$ cat src/logic/ccp_pkg.sv
// shared constants and types of the two-unit capture/compare/pwm block
package ccp_pkg;

  // ****************************************
  // sizes
  // ****************************************
  localparam int CCP_UNITS = 2;
  localparam int CCP_CTRL_W = 6;
  localparam int CCP_VALUE_W = 16;
  localparam int CCP_DUTY_W = 10;
  localparam int CCP_IDX_W = 8;

  // ****************************************
  // mode field codes
  // ****************************************
  localparam logic [3:0] CCP_MODE_OFF = 4'h0;
  localparam logic [3:0] CCP_MODE_CAP_FALL = 4'h4;
  localparam logic [3:0] CCP_MODE_CAP_RISE = 4'h5;
  localparam logic [3:0] CCP_MODE_CAP_DIV4 = 4'h6;
  localparam logic [3:0] CCP_MODE_CAP_DIV16 = 4'h7;
  localparam logic [3:0] CCP_MODE_CMP_SET = 4'h8;
  localparam logic [3:0] CCP_MODE_CMP_CLR = 4'h9;
  localparam logic [3:0] CCP_MODE_CMP_SOFT = 4'ha;
  localparam logic [3:0] CCP_MODE_CMP_SPECIAL = 4'hb;
  localparam logic [1:0] CCP_GRP_CAPTURE = 2'b01;
  localparam logic [1:0] CCP_GRP_COMPARE = 2'b10;
  localparam logic [1:0] CCP_GRP_PWM = 2'b11;
  localparam logic [1:0] CCP_DIV4_LAST = 2'h3;
  localparam logic [3:0] CCP_DIV16_LAST = 4'hf;

  // ****************************************
  // register indices, byte address is four times the index
  // ****************************************
  localparam logic [CCP_IDX_W-1:0] CCP_IDX_CTRL1 = 8'h17;
  localparam logic [CCP_IDX_W-1:0] CCP_IDX_CTRL2 = 8'h1d;
  localparam logic [CCP_IDX_W-1:0] CCP_IDX_VAL1_LO = 8'h15;
  localparam logic [CCP_IDX_W-1:0] CCP_IDX_VAL1_HI = 8'h16;
  localparam logic [CCP_IDX_W-1:0] CCP_IDX_VAL2_LO = 8'h1b;
  localparam logic [CCP_IDX_W-1:0] CCP_IDX_VAL2_HI = 8'h1c;
  localparam logic [CCP_IDX_W-1:0] CCP_IDX_FLAGS = 8'h0c;
  localparam int CCP_FLAG_POS1 = 2;
  localparam int CCP_FLAG_POS2 = 0;
  localparam logic [CCP_CTRL_W-1:0] CCP_CTRL_RESET = 6'h00;
  localparam logic [21:0] CCP_ADDR_HI_ZERO = 22'h00_0000;
  localparam logic [31:0] CCP_RDATA_ZERO = 32'h0000_0000;
  localparam logic [1:0] CCP_HRESP_OKAY = 2'h0;
  localparam logic [2:0] CCP_ARM_FULL = 3'h7;

  // ****************************************
  // carriers and state
  // ****************************************
  typedef struct packed {
    logic capture;
    logic event_hit;
    logic special;
  } ccp_evt_t;

  typedef struct packed {
    logic active;
    logic [CCP_DUTY_W-1:0] duty;
  } ccp_pwm_t;

  typedef struct packed {
    logic sync_a;
    logic sync_b;
    logic prev;
    logic [2:0] armed;
    logic [3:0] presc;
    logic match_prev;
    logic cmp_out;
  } ccp_unit_state_t;

  typedef struct packed {
    logic [CCP_UNITS-1:0][CCP_CTRL_W-1:0] ctrl;
    logic [CCP_UNITS-1:0][CCP_VALUE_W-1:0] value;
    logic [CCP_UNITS-1:0] flag;
    logic wr_pend;
    logic [CCP_IDX_W-1:0] wr_idx;
    logic [31:0] rdata;
  } ccp_top_state_t;

endpackage

$ cat src/logic/ccp_top.sv
// two-unit capture/compare/pwm control block behind an ahb-lite slave
`timescale 1ns/1ns
`default_nettype none

module ccp_top
  import ccp_pkg::*;
(
  input wire logic hclk,
  input wire logic hresetn,
  input wire logic hsel,
  input wire logic [31:0] haddr,
  input wire logic [1:0] htrans,
  input wire logic hwrite,
  input wire logic [2:0] hsize,
  input wire logic [31:0] hwdata,
  input wire logic hready,
  output logic hreadyout,
  output logic [31:0] hrdata,
  output logic [1:0] hresp,
  input wire logic [CCP_UNITS-1:0] capture_pin,
  input wire logic [CCP_VALUE_W-1:0] timer_one_count,
  input wire logic adc_enabled,
  output logic [CCP_UNITS-1:0] compare_out,
  output logic timer_one_reset,
  output logic adc_start,
  output ccp_pwm_t [CCP_UNITS-1:0] pwm
);

  // ****************************************
  // declarations
  // ****************************************
  ccp_top_state_t st_reg;
  ccp_top_state_t st_next;
  ccp_evt_t [CCP_UNITS-1:0] evt;
  logic take;
  logic mapped;
  logic [CCP_IDX_W-1:0] addr_idx;
  logic [CCP_UNITS-1:0] pwm_mode;
  logic [CCP_UNITS-1:0] special_hit;

  // ****************************************
  // read mux
  // ****************************************
  // built from the next state, so a read right after a write sees it
  function automatic logic [31:0] read_word(
    input ccp_top_state_t s,
    input logic [CCP_IDX_W-1:0] idx
  );
    logic [31:0] w;
    w = CCP_RDATA_ZERO;
    case (idx)
      CCP_IDX_CTRL1: begin
        w[CCP_CTRL_W-1:0] = s.ctrl[0];
      end
      CCP_IDX_CTRL2: begin
        w[CCP_CTRL_W-1:0] = s.ctrl[1];
      end
      CCP_IDX_VAL1_LO: begin
        w[7:0] = s.value[0][7:0];
      end
      CCP_IDX_VAL1_HI: begin
        w[7:0] = s.value[0][15:8];
      end
      CCP_IDX_VAL2_LO: begin
        w[7:0] = s.value[1][7:0];
      end
      CCP_IDX_VAL2_HI: begin
        w[7:0] = s.value[1][15:8];
      end
      CCP_IDX_FLAGS: begin
        w[CCP_FLAG_POS1] = s.flag[0];
        w[CCP_FLAG_POS2] = s.flag[1];
      end
      default: begin
        w = CCP_RDATA_ZERO;
      end
    endcase
    return w;
  endfunction

  // ****************************************
  // address phase decode
  // ****************************************
  // only whole-word singles are expected; hsize is not checked
  assign take = hsel & hready & htrans[1];
  assign mapped = (haddr[31:10] == CCP_ADDR_HI_ZERO);
  assign addr_idx = haddr[9:2];

  // pwm mode per unit, used to lock the value high byte
  always_comb begin
    for (int u = 0; u < CCP_UNITS; u++) begin
      pwm_mode[u] = (st_reg.ctrl[u][3:2] == CCP_GRP_PWM);
    end
  end

  // ****************************************
  // next state
  // ****************************************
  always_comb begin
    st_next = st_reg;

    // data phase of a write: store the byte in its register
    if (st_reg.wr_pend) begin
      case (st_reg.wr_idx)
        CCP_IDX_CTRL1: begin
          st_next.ctrl[0] = hwdata[CCP_CTRL_W-1:0];
        end
        CCP_IDX_CTRL2: begin
          st_next.ctrl[1] = hwdata[CCP_CTRL_W-1:0];
        end
        CCP_IDX_VAL1_LO: begin
          st_next.value[0][7:0] = hwdata[7:0];
        end
        CCP_IDX_VAL1_HI: begin
          if (!pwm_mode[0]) begin
            st_next.value[0][15:8] = hwdata[7:0];
          end
        end
        CCP_IDX_VAL2_LO: begin
          st_next.value[1][7:0] = hwdata[7:0];
        end
        CCP_IDX_VAL2_HI: begin
          if (!pwm_mode[1]) begin
            st_next.value[1][15:8] = hwdata[7:0];
          end
        end
        CCP_IDX_FLAGS: begin
          // writing zero clears a flag; software may also set one
          st_next.flag[0] = hwdata[CCP_FLAG_POS1];
          st_next.flag[1] = hwdata[CCP_FLAG_POS2];
        end
        default: begin
          st_next.wr_pend = st_reg.wr_pend;
        end
      endcase
    end

    // hardware events come last, so they win over a bus write
    for (int u = 0; u < CCP_UNITS; u++) begin
      if (evt[u].capture) begin
        // no read guard: an unread value is simply replaced
        st_next.value[u] = timer_one_count;
      end
      if (evt[u].event_hit) begin
        // a mode change can cause a stray edge; flag still sticks
        st_next.flag[u] = 1'b1;
      end
    end

    // address phase: latch write target, fetch read data now
    st_next.wr_pend = take & hwrite & mapped;
    st_next.wr_idx = addr_idx;
    if (take & !hwrite) begin
      if (mapped) begin
        st_next.rdata = read_word(st_next, addr_idx);
      end else begin
        st_next.rdata = CCP_RDATA_ZERO;
      end
    end
  end

  // ****************************************
  // state register
  // ****************************************
  always_ff @(posedge hclk or negedge hresetn) begin
    if (!hresetn) begin
      st_reg <= '0;
    end else begin
      st_reg <= st_next;
    end
  end

  // ****************************************
  // engines, one per unit
  // ****************************************
  generate
    for (genvar g = 0; g < CCP_UNITS; g++) begin : gen_unit
      ccp_unit u_unit (
        .hclk(hclk),
        .hresetn(hresetn),
        .capture_pin(capture_pin[g]),
        .unit_mode_field(st_reg.ctrl[g][3:0]),
        .compare_value(st_reg.value[g]),
        .timer_one_count(timer_one_count),
        .evt(evt[g]),
        .compare_out(compare_out[g])
      );
      assign special_hit[g] = evt[g].special;
      // both pwm units run from the one timer-two base outside
      assign pwm[g].active = pwm_mode[g];
      assign pwm[g].duty = {st_reg.value[g][7:0], st_reg.ctrl[g][5:4]};
    end
  endgenerate

  // ****************************************
  // special event trigger
  // ****************************************
  // either unit clears timer one; only the second may start a conversion
  assign timer_one_reset = |special_hit;
  assign adc_start = special_hit[1] & adc_enabled;

  // ****************************************
  // bus answers
  // ****************************************
  // zero wait states: every access completes in its data phase
  assign hreadyout = 1'b1;
  assign hrdata = st_reg.rdata;
  assign hresp = CCP_HRESP_OKAY;

endmodule
`default_nettype wire

$ cat src/logic/ccp_unit.sv
// one capture/compare engine: pin synchroniser, prescaler, compare match
`timescale 1ns/1ns
`default_nettype none
module ccp_unit
  import ccp_pkg::*;
(
  input wire logic hclk,
  input wire logic hresetn,
  input wire logic capture_pin,
  input wire logic [3:0] unit_mode_field,
  input wire logic [CCP_VALUE_W-1:0] compare_value,
  input wire logic [CCP_VALUE_W-1:0] timer_one_count,
  output ccp_evt_t evt,
  output logic compare_out
);

  ccp_unit_state_t st_reg;
  ccp_unit_state_t st_next;
  logic rise;
  logic fall;
  logic is_capture;
  logic is_compare;
  logic match;

  // ****************************************
  // next state
  // ****************************************
  always_comb begin
    st_next = st_reg;
    evt = '0;
    // two flops before any edge logic looks at the pin
    st_next.sync_a = capture_pin;
    st_next.sync_b = st_reg.sync_a;
    st_next.prev = st_reg.sync_b;
    st_next.armed = {st_reg.armed[1:0], 1'b1};
    // edges only once prev holds a real sample, so reset is no edge
    rise = st_reg.armed[2] & st_reg.sync_b & ~st_reg.prev;
    fall = st_reg.armed[2] & ~st_reg.sync_b & st_reg.prev;
    is_capture = (unit_mode_field[3:2] == CCP_GRP_CAPTURE);
    is_compare = (unit_mode_field[3:2] == CCP_GRP_COMPARE);
    // counter runs on rising edges; not cleared between capture codes
    if (!is_capture) begin
      st_next.presc = '0;
    end else if (rise) begin
      st_next.presc = st_reg.presc + 4'h1;
    end
    case (unit_mode_field)
      CCP_MODE_CAP_FALL: begin
        evt.capture = fall;
      end
      CCP_MODE_CAP_RISE: begin
        evt.capture = rise;
      end
      CCP_MODE_CAP_DIV4: begin
        evt.capture = rise & (st_reg.presc[1:0] == CCP_DIV4_LAST);
      end
      CCP_MODE_CAP_DIV16: begin
        evt.capture = rise & (st_reg.presc == CCP_DIV16_LAST);
      end
      default: begin
        evt.capture = 1'b0;
      end
    endcase
    // match fires once when equality begins, not every cycle it lasts
    match = is_compare & (compare_value == timer_one_count);
    st_next.match_prev = match;
    evt.event_hit = evt.capture | (match & ~st_reg.match_prev);
    if (match & ~st_reg.match_prev) begin
      case (unit_mode_field)
        CCP_MODE_CMP_SET: begin
          st_next.cmp_out = 1'b1;
        end
        CCP_MODE_CMP_CLR: begin
          st_next.cmp_out = 1'b0;
        end
        CCP_MODE_CMP_SPECIAL: begin
          evt.special = 1'b1;
        end
        default: begin
          st_next.cmp_out = st_reg.cmp_out;
        end
      endcase
    end
    // mode off: everything but the synchroniser starts afresh
    if (unit_mode_field == CCP_MODE_OFF) begin
      st_next.presc = '0;
      st_next.match_prev = 1'b0;
      st_next.cmp_out = 1'b0;
    end
  end

  // ****************************************
  // state register
  // ****************************************
  always_ff @(posedge hclk or negedge hresetn) begin
    if (!hresetn) begin
      st_reg <= '0;
    end else begin
      st_reg <= st_next;
    end
  end

  assign compare_out = st_reg.cmp_out;

endmodule
`default_nettype wire

$ cat config.mk
export PLATFORM = sky130hd
export DESIGN_NAME = ccp_top
export DESIGN_NICKNAME = d
export VERILOG_FILES = /design/src/logic/ccp_pkg.sv /design/src/logic/ccp_top.sv /design/src/logic/ccp_unit.sv
export SDC_FILE = /design/constraint.sdc
export NUM_CORES = 1
export LEC_CHECK = 0
export BUFFER_PORTS_ARGS = -buffer_cell sky130_fd_sc_hd__buf_2
export CAP_MARGIN = 20
export CORE_ASPECT_RATIO = 0.75
export CORE_MARGIN = 10
export CORE_UTILIZATION = 39
export CTS_CLUSTER_DIAMETER = 150
export CTS_CLUSTER_SIZE = 16
export DETAILED_ROUTE_END_ITERATION = 8
export SKIP_CTS_REPAIR_TIMING = 1
export SLEW_MARGIN = 10
export SYNTH_ARGS = -nofsm -noshare
export SYNTH_HDL_FRONTEND = slang
export SYNTH_SLANG_ARGS = --single-unit
$ cat constraint.sdc
create_clock -name hclk -period 7.09 [get_ports hclk]
set_clock_uncertainty 0.1 [all_clocks]
set_input_delay 1.418 -clock hclk [delete_from_list [all_inputs] [get_ports hclk]]
set_output_delay 1.418 -clock hclk [all_outputs]
set_load 0.005 [all_outputs]
Yosys cells after proc, flatten, opt, wreduce, memory -nomap -nowiden --
Cells that the tools add are included.
Storage, ports and cells: bits of input ports 93, bits in registers 111, memory bits (writable) 0, bits in read-only memories 0, memories 0, latch bits 0, logic and storage cells 143, output and inout bits 61
Operators by class: equal/unequal tests 42, $mul 0, add/sub/neg operators 2, shift-type cells 0, magnitude comparators 0, bitwise logic cells 30, multiplexer cells 36, reductions and logical operators 11, divide/modulo/power cells 0
Operators with widths (count):
- equality test 8 x 5 -> 1 bit, second input constant | 12
- 2-to-1 mux 8 bit | 7
- 2-to-1 mux 47 bit | 1
- equality test 16 bit | 2
- equality test 4 x 3 -> 1 bit, second input constant | 8
- equality test 4 bit, second input constant | 8
- 2-to-1 mux 16 bit | 2
- 2-to-1 mux 6 bit | 4
- bitwise AND 1 bit | 22
- logical NOT 22 bit | 1
- one-hot mux 3 bit (6 select lines) | 1
- equality test 8 x 4 -> 1 bit, second input constant | 2
- 2-to-1 mux 4 bit | 4
- one-hot mux 1 bit (7 select lines) | 2
- equality test 2 bit, second input constant | 6
- adder 4 x 1 -> 4 bit, second input constant | 2
- logical NOT 4 bit | 2
- 2-to-1 mux 1 bit | 8
- one-hot mux 1 bit (4 select lines) | 2
- one-hot mux 2 bit (4 select lines) | 1
- != test 3 x 2 -> 1 bit, second input constant | 2
- inverter 1 bit | 6
- one-hot mux 1 bit (6 select lines) | 1
- nonzero test 3 bit | 2
- other kinds (8) | 13

Logic depth before layout (Yosys ltp) --
Gate-level depths: netlist of run 1.
depth in word-level cells 8, gate-level depth with buffers 9, mapped depth without buffers 7

Modules after synthesis --
A second synthesis of run 1 with hierarchy kept.
Second synthesis, totals: cell total of the unflattened synthesis 557, area total of the unflattened synthesis 5325.1 um2
Modules (own cells, without submodules):
- ccp_top | seq. area each 1576.5 um2, cells an instance 417, times used 1, area an instance 3937.5 um2
- ccp_unit at gen_unit[1].u_unit | seq. area each 300.3 um2, cells an instance 69, times used 1, area an instance 694.4 um2
- ccp_unit at gen_unit[0].u_unit | seq. area each 300.3 um2, cells an instance 71, times used 1, area an instance 693.2 um2

Least setup slack after synthesis of run 1 --
OpenSTA, ideal clock, no wires.
kind input -> output, start in timer_one_count[15], end out timer_one_reset, cell stages on the path 6, required time 5.572 ns, slack 2.821 ns, arrival time 2.751 ns, path buffers 0, cells stage by stage xnor2_1 -> nand4_1 -> or4_1 -> nor4_1 -> nand2_1 -> o21ai_0
Between the ends: cells in the longest elaborated chain, start to end 5, elaborated cells on any way between the ends 9, those cells by class eq/ne (2); mux (2); bitwise (4); reduce/logical (1)
RTL lines:
- start, declared | line ccp_top.sv:21 | input wire logic [CCP_VALUE_W-1:0] timer_one_count,
- equality test 16 bit | line ccp_unit.sv:65 | match = is_compare & (compare_value == timer_one_count);
- bitwise AND 1 bit | line ccp_unit.sv:65
- bitwise AND 1 bit | line ccp_unit.sv:68 | if (match & ~st_reg.match_prev) begin
- 2-to-1 mux 1 bit | line ccp_unit.sv:68
- OR reduction 2 bit * | line ccp_top.sv:199 | assign timer_one_reset = |special_hit;
- end, declared | line ccp_top.sv:24 | output logic timer_one_reset,
Every way passes the cells marked *; elsewhere a longest branch is shown, timed or not.

Final worst setup path of run 1 --
Same ends and word-level chain as after synthesis.

==> qor.txt, run 1 <==
antenna violations before repair: 0
DRT Pass-1 Iters: 5
routed len/inst: 20.7 um
HP Start: gen_unit[1].u_unit.st_next[7]
TritonCTS Buffers: 9
worst setup path start: timer_one_count[15]
total congestion overflow: 0
mux share of post-synthesis cell area: 0.0904
Overall Power: 1110 uW
largest fanout on the critical path: 4
final hold violations: 0
H-tree depth: 3
Layout area overhead: 12.4%
count leader, synth: dfrtp_1
port bufs: 96
clk_lat worst skew: 0.35 ns
Die Area: 0.0183 mm^2
Setup-failing EPs final: 0
final wirelength: 15.8 mm
CP Class: in2out
CTS tree: yes
Adder-Cell Fraction of Synth Area: 0.00483
compound-gate portion of the synthesized area: 0.164
clock slew at reported path FFs: 0.06 ns
WHS Path Cells: 0
final core occ: 0.447
M1 WL: 7.57 mm
reg2reg end: hrdata[0]
Final ANT Viol Nets: 0
Worst R2R Path Depth: 7
data required time of the critical path: 5.57 ns
Vias/cell: 5.65
Worst-Margin Slew: 1.03 ns
clk sinks: 84
r2r setup slk: 3.86 ns
die extent in y: 120 um
Worst EP arrival: 3.57 ns
Antenna Cells: 0
number of global-route vias before repair: 4426
metal2 WL: 6.54 mm
status: finished, final reports clean
Top Layer Used: met4
nets: 684
RSZ-0062 raised after global routing: no
max_slew headroom: 0.314
max FFs per register: 35
routed wl met3: 1.50 mm
Root Driver: clkbuf_16
setup TNS: 0 ns
Slew Limit Fails: 0
proportion of layout cells with a drive suffix above 1: 0.222
synthesized area: 0.00518 mm^2
I/O Pins: 154
Synth warnings: 0
#FFs+latches synth: 84
die width: 153 um
Post-synth EDFFs: 0
f_max: 197 MHz
Mean Syn Cell Area: 9.83 um^2
Cells after Synth: 527
largest family of logic cells by synthesized area: compound AO/OA/AOI/OAI gates
reg-to-reg startpoint: gen_unit[1].u_unit.st_reg[2]
Post-Synth XOR/XNOR Area: 0.0660
Leak Pwr: 0.00278 uW
post-synthesis simple-gate area fraction: 0.156
worst vdd ir: 114 uV
first-pass GRT wire length: 25.0 mm
RePlAce Congestion: 0.876
Async SR Flop Fraction: 1.00
initial core utilization: 0.398
DR vias: 4324
Post-synth top cells: dfrtp_1 (84), buf_4 (57), a21oi_1 (44), mux2i_1 (40), nand2_1 (32)
power per cell area: 191 mW/mm^2
CTS Buffer Depth: 2
WHS Endpoint: gen_unit[0].u_unit.st_next[8]
DR DRC count: 0
Synth area leaders: dfrtp_1 (41%), buf_4 (8.3%), mux2i_1 (7.7%)
Hold WS: 0.242 ns
Synth area leader: dfrtp_1
Detail Placement HPWL: 12.0 mm
core area: 0.0130 mm^2
Yosys top cell area share: 0.406
synth unique cells: 53
gr usage total: 0.171
Post-synth top flop: dfrtp_1
Max-cap violations: 0
Starting DRT DRC Count: 437
fin crit period: 5.08 ns
final worst-path cycle share: 0.717
critical path endpoint category: primary output
Hold Path Class: reg2reg
Seq/Total Area, Yosys: 0.406
CP Launch Type: primary input
largest net degree at the start of global routing: 85
# rows: 36
## cells by family (layout without fill, tap and decap cells)
family / Yosys count / count (layout)
AO/OA/AOI/OAI: 126 / 126
XOR/XNOR: 39 / 39
adder cells (fa/ha/maj): 2 / 2
buffers and inverters: 91 / 132
flip-flops: 84 / 84
multiplexers: 46 / 46
other: 2 / 28
AND/OR/NAND/NOR: 137 / 137
## per-stage QoR
step	std cells	instance area (um^2)	setup slack, ns
3_5_place_dp	747	5470	2.02
6_report	765	5820	2.01
2_1_floorplan	553	5280	2.82
4_1_cts	763	5790	2.00
5_1_grt	765	5820	1.79
3_3_place_gp	747	5470	1.98
## critical path: stages
cell and delay (ns):
buf_2 0.13, xnor2_1 0.20, nand4_1 0.11, or4_1 0.54
nor4_1 0.76, nand2_1 0.17, o21ai_0 0.11, buf_2 0.13
## per-layer routing
| layer | up-vias | GRT usage |
|---|---|---|
| li1 | 1975 | - |
| met1 | 2106 | 0.246 |
| met2 | 223 | 0.239 |
| met3 | 20 | 0.0539 |
| met4 | 0 | 0.0446 |
| met5 | - | 0 |
## power by group
part	internal (uW)	switching, uW
sequential	492	11.2
clock	318	194
combinational	38.2	60.0
total	849	265
## layout make-up
type | count | area, um^2
fill | 1286 | 7200
multi-input combinational | 378 | 2600
sequential | 84 | 2100
timing repair buffer | 99 | 523
clock buffer | 12 | 246
tap | 171 | 214
clock inverter | 4 | 72.6
inverter | 17 | 63.8
## placed cells by master (no fill, tap or decap), types with 8 or more instances in the layout
cell type  Yosys  layout
a211oi_1      21      21
a21oi_1       44      44
and2_1         9       9
buf_2          4      95
clkbuf_16      0       9
conb_1         2      28
dfrtp_1       84      84
inv_1         17      17
mux2i_1       40      40
nand2_1       32      32
nand3_1        8       8
nand3b_1       8       8
nand4_1       11      11
nor2_1        12      12
nor3_1        10      10
nor4_1        14      14
o211a_1        8       8
o21a_1        12      12
o21ai_0        8       8
xnor2_1       11      11
xor2_1        28      28
## worst max path at each step
stage / endpoint / slack, ns / cells past startpoint
6_report: timer_one_reset / 2.01 / 8
3_5_place_dp: timer_one_reset / 2.02 / 8
4_1_cts: timer_one_reset / 2.00 / 8
5_1_grt: timer_one_reset / 1.79 / 8
2_1_floorplan: timer_one_reset / 2.82 / 6
3_3_place_gp: timer_one_reset / 1.98 / 8
Note: power is estimated with default switching activity, not from simulation.
==> inputs of run 2 (changes only) <==
clock period = 4.7 ns   (was 7.09 ns; I/O delays follow)
==> run 2 against run 1 <==
Compared with the run above: cell area grew 0.41%; clock power grew 51%; worst hold slack gained 0.0060 ns; register-to-register slack lost 2.2 ns; critical path depth grew 1; highest routed layer unchanged; sequential cell count is the same; power grew 51%; sequential power grew 51%; cell count grew 0.39%; combinational power grew 51%; via count shrank 1.0%.
==> qor.txt, run 2 (synthesis results as in run 1) <==
Slew Limit Fails: 0
nets: 687
register area: 0.00210 mm^2
area of the multi-input gates: 0.00260 mm^2
final hold violations: 0
worst vdd ir: 177 uV
largest net degree at the start of global routing: 85
gr usage total: 0.167
CTS tree: yes
Worst R2R Path Depth: 6
Worst-Margin Slew: 0.909 ns
Overall Power: 1680 uW
Layout area overhead: 12.9%
TritonCTS Buffers: 9
reg2reg end: hrdata[5]
H-tree depth: 3
core area: 0.0130 mm^2
# fillers: 1273
critical path endpoint category: primary output
Post-Layout Inst Area: 0.00584 mm^2
routed len/inst: 20.6 um
initial core utilization: 0.398
DR vias: 4279
Detail Placement HPWL: 12.0 mm
data required time of the critical path: 3.66 ns
f_max: 268 MHz
die width: 153 um
reg-to-reg startpoint: st_reg[37]
Worst EP arrival: 2.69 ns
status: finished, final reports clean
final wirelength: 15.8 mm
WHS Path Cells: 0
max_slew headroom: 0.389
largest fanout on the critical path: 4
I/O Pins: 154
Max-cap violations: 0
DRT Pass-1 Iters: 5
DR DRC count: 0
# rows: 36
CP Launch Type: primary input
clk_lat worst skew: 0.35 ns
clk sinks: 84
clock slew at reported path FFs: 0.06 ns
Root Driver: clkbuf_16
port bufs: 96
Starting DRT DRC Count: 380
proportion of layout cells with a drive suffix above 1: 0.228
DP Area: 0.00550 mm^2
Die Area: 0.0183 mm^2
Final ANT Viol Nets: 0
setup TNS: 0 ns
CP Class: in2out
final worst-path cycle share: 0.793
Antenna Cells: 0
die extent in y: 120 um
total congestion overflow: 0
number of global-route vias before repair: 4348
CTS Buffer Depth: 2
Hold Path Class: reg2reg
Setup-failing EPs final: 0
max FFs per register: 35
RSZ-0062 raised after global routing: no
WHS Endpoint: gen_unit[1].u_unit.st_next[9]
RePlAce Congestion: 0.876
r2r setup slk: 1.65 ns
Vias/cell: 5.57
most common cell after layout, fill and taps aside: buf_2
HP Start: gen_unit[1].u_unit.st_next[10]
antenna violations before repair: 0
first-pass GRT wire length: 24.3 mm
fin crit period: 3.73 ns
most frequent cells in the layout: buf_2 (95), dfrtp_1 (84), a21oi_1 (44)
Leak Pwr: 0.00280 uW
power per cell area: 288 mW/mm^2
run 2: worst max-delay path by stage:
stage,startpoint,to,slack (ns),cells after the start
after floorplan,timer_one_count[15],timer_one_reset,1.39,6
after global placement,timer_one_count[15],timer_one_reset,1.0,9
after detailed placement,timer_one_count[15],timer_one_reset,0.95,9
after CTS,timer_one_count[15],timer_one_reset,0.95,9
after global routing,timer_one_count[15],timer_one_reset,0.81,9
final,timer_one_count[15],timer_one_reset,0.97,9
run 2: through the flow:
stage / std cells / hold WS [ns] / util / setup WS (ns)
after floorplan: 553 / 0.231 / - / 1.39
after global placement: 751 / 0.232 / 0.422 / 0.998
after global routing: 768 / 0.255 / 0.449 / 0.814
after CTS: 767 / 0.250 / 0.447 / 0.948
final: 768 / 0.248 / 0.449 / 0.972
after detailed placement: 751 / 0.236 / 0.422 / 0.955
run 2: metal layers:
| metal | share of wire | vias to the layer above | wire (um) | global-route usage |
|---|---|---|---|---|
| met1 | 0.48 | 2086 | 7550 | 0.234 |
| met4 | 0.013 | 0 | 204 | 0.0452 |
| met5 | 0 | - | 0 | 0 |
| li1 | - | 1975 | - | - |
| met2 | 0.42 | 197 | 6630 | 0.233 |
| met3 | 0.089 | 21 | 1410 | 0.0642 |
run 2: critical path: stages:
cell,delay (ns)
buf_2,0.13
xnor2_1,0.23
nand4_1,0.12
or4_1,0.54
nor4_1,0.26
buf_4,0.19
nand2_1,0.07
o21ai_0,0.07
buf_2,0.13
run 2: where the power goes:
group / internal (uW) / switching [uW] / leakage [uW] / total (uW)
combinational: 57.7 / 90.7 / 0.00159 / 148
clock: 477 / 295 / 0.000159 / 772
sequential: 743 / 16.7 / 0.00106 / 760
run 2: layout make-up:
class,instances,area share
Timing Repair Buffer,102,0.0938
Multi-Input combinational cell,378,0.445
Inverter,17,0.0109
Tap cell,171,0.0366
Clock inverter,5,0.0128
Sequential cell,84,0.360
Clock buffer,11,0.0415
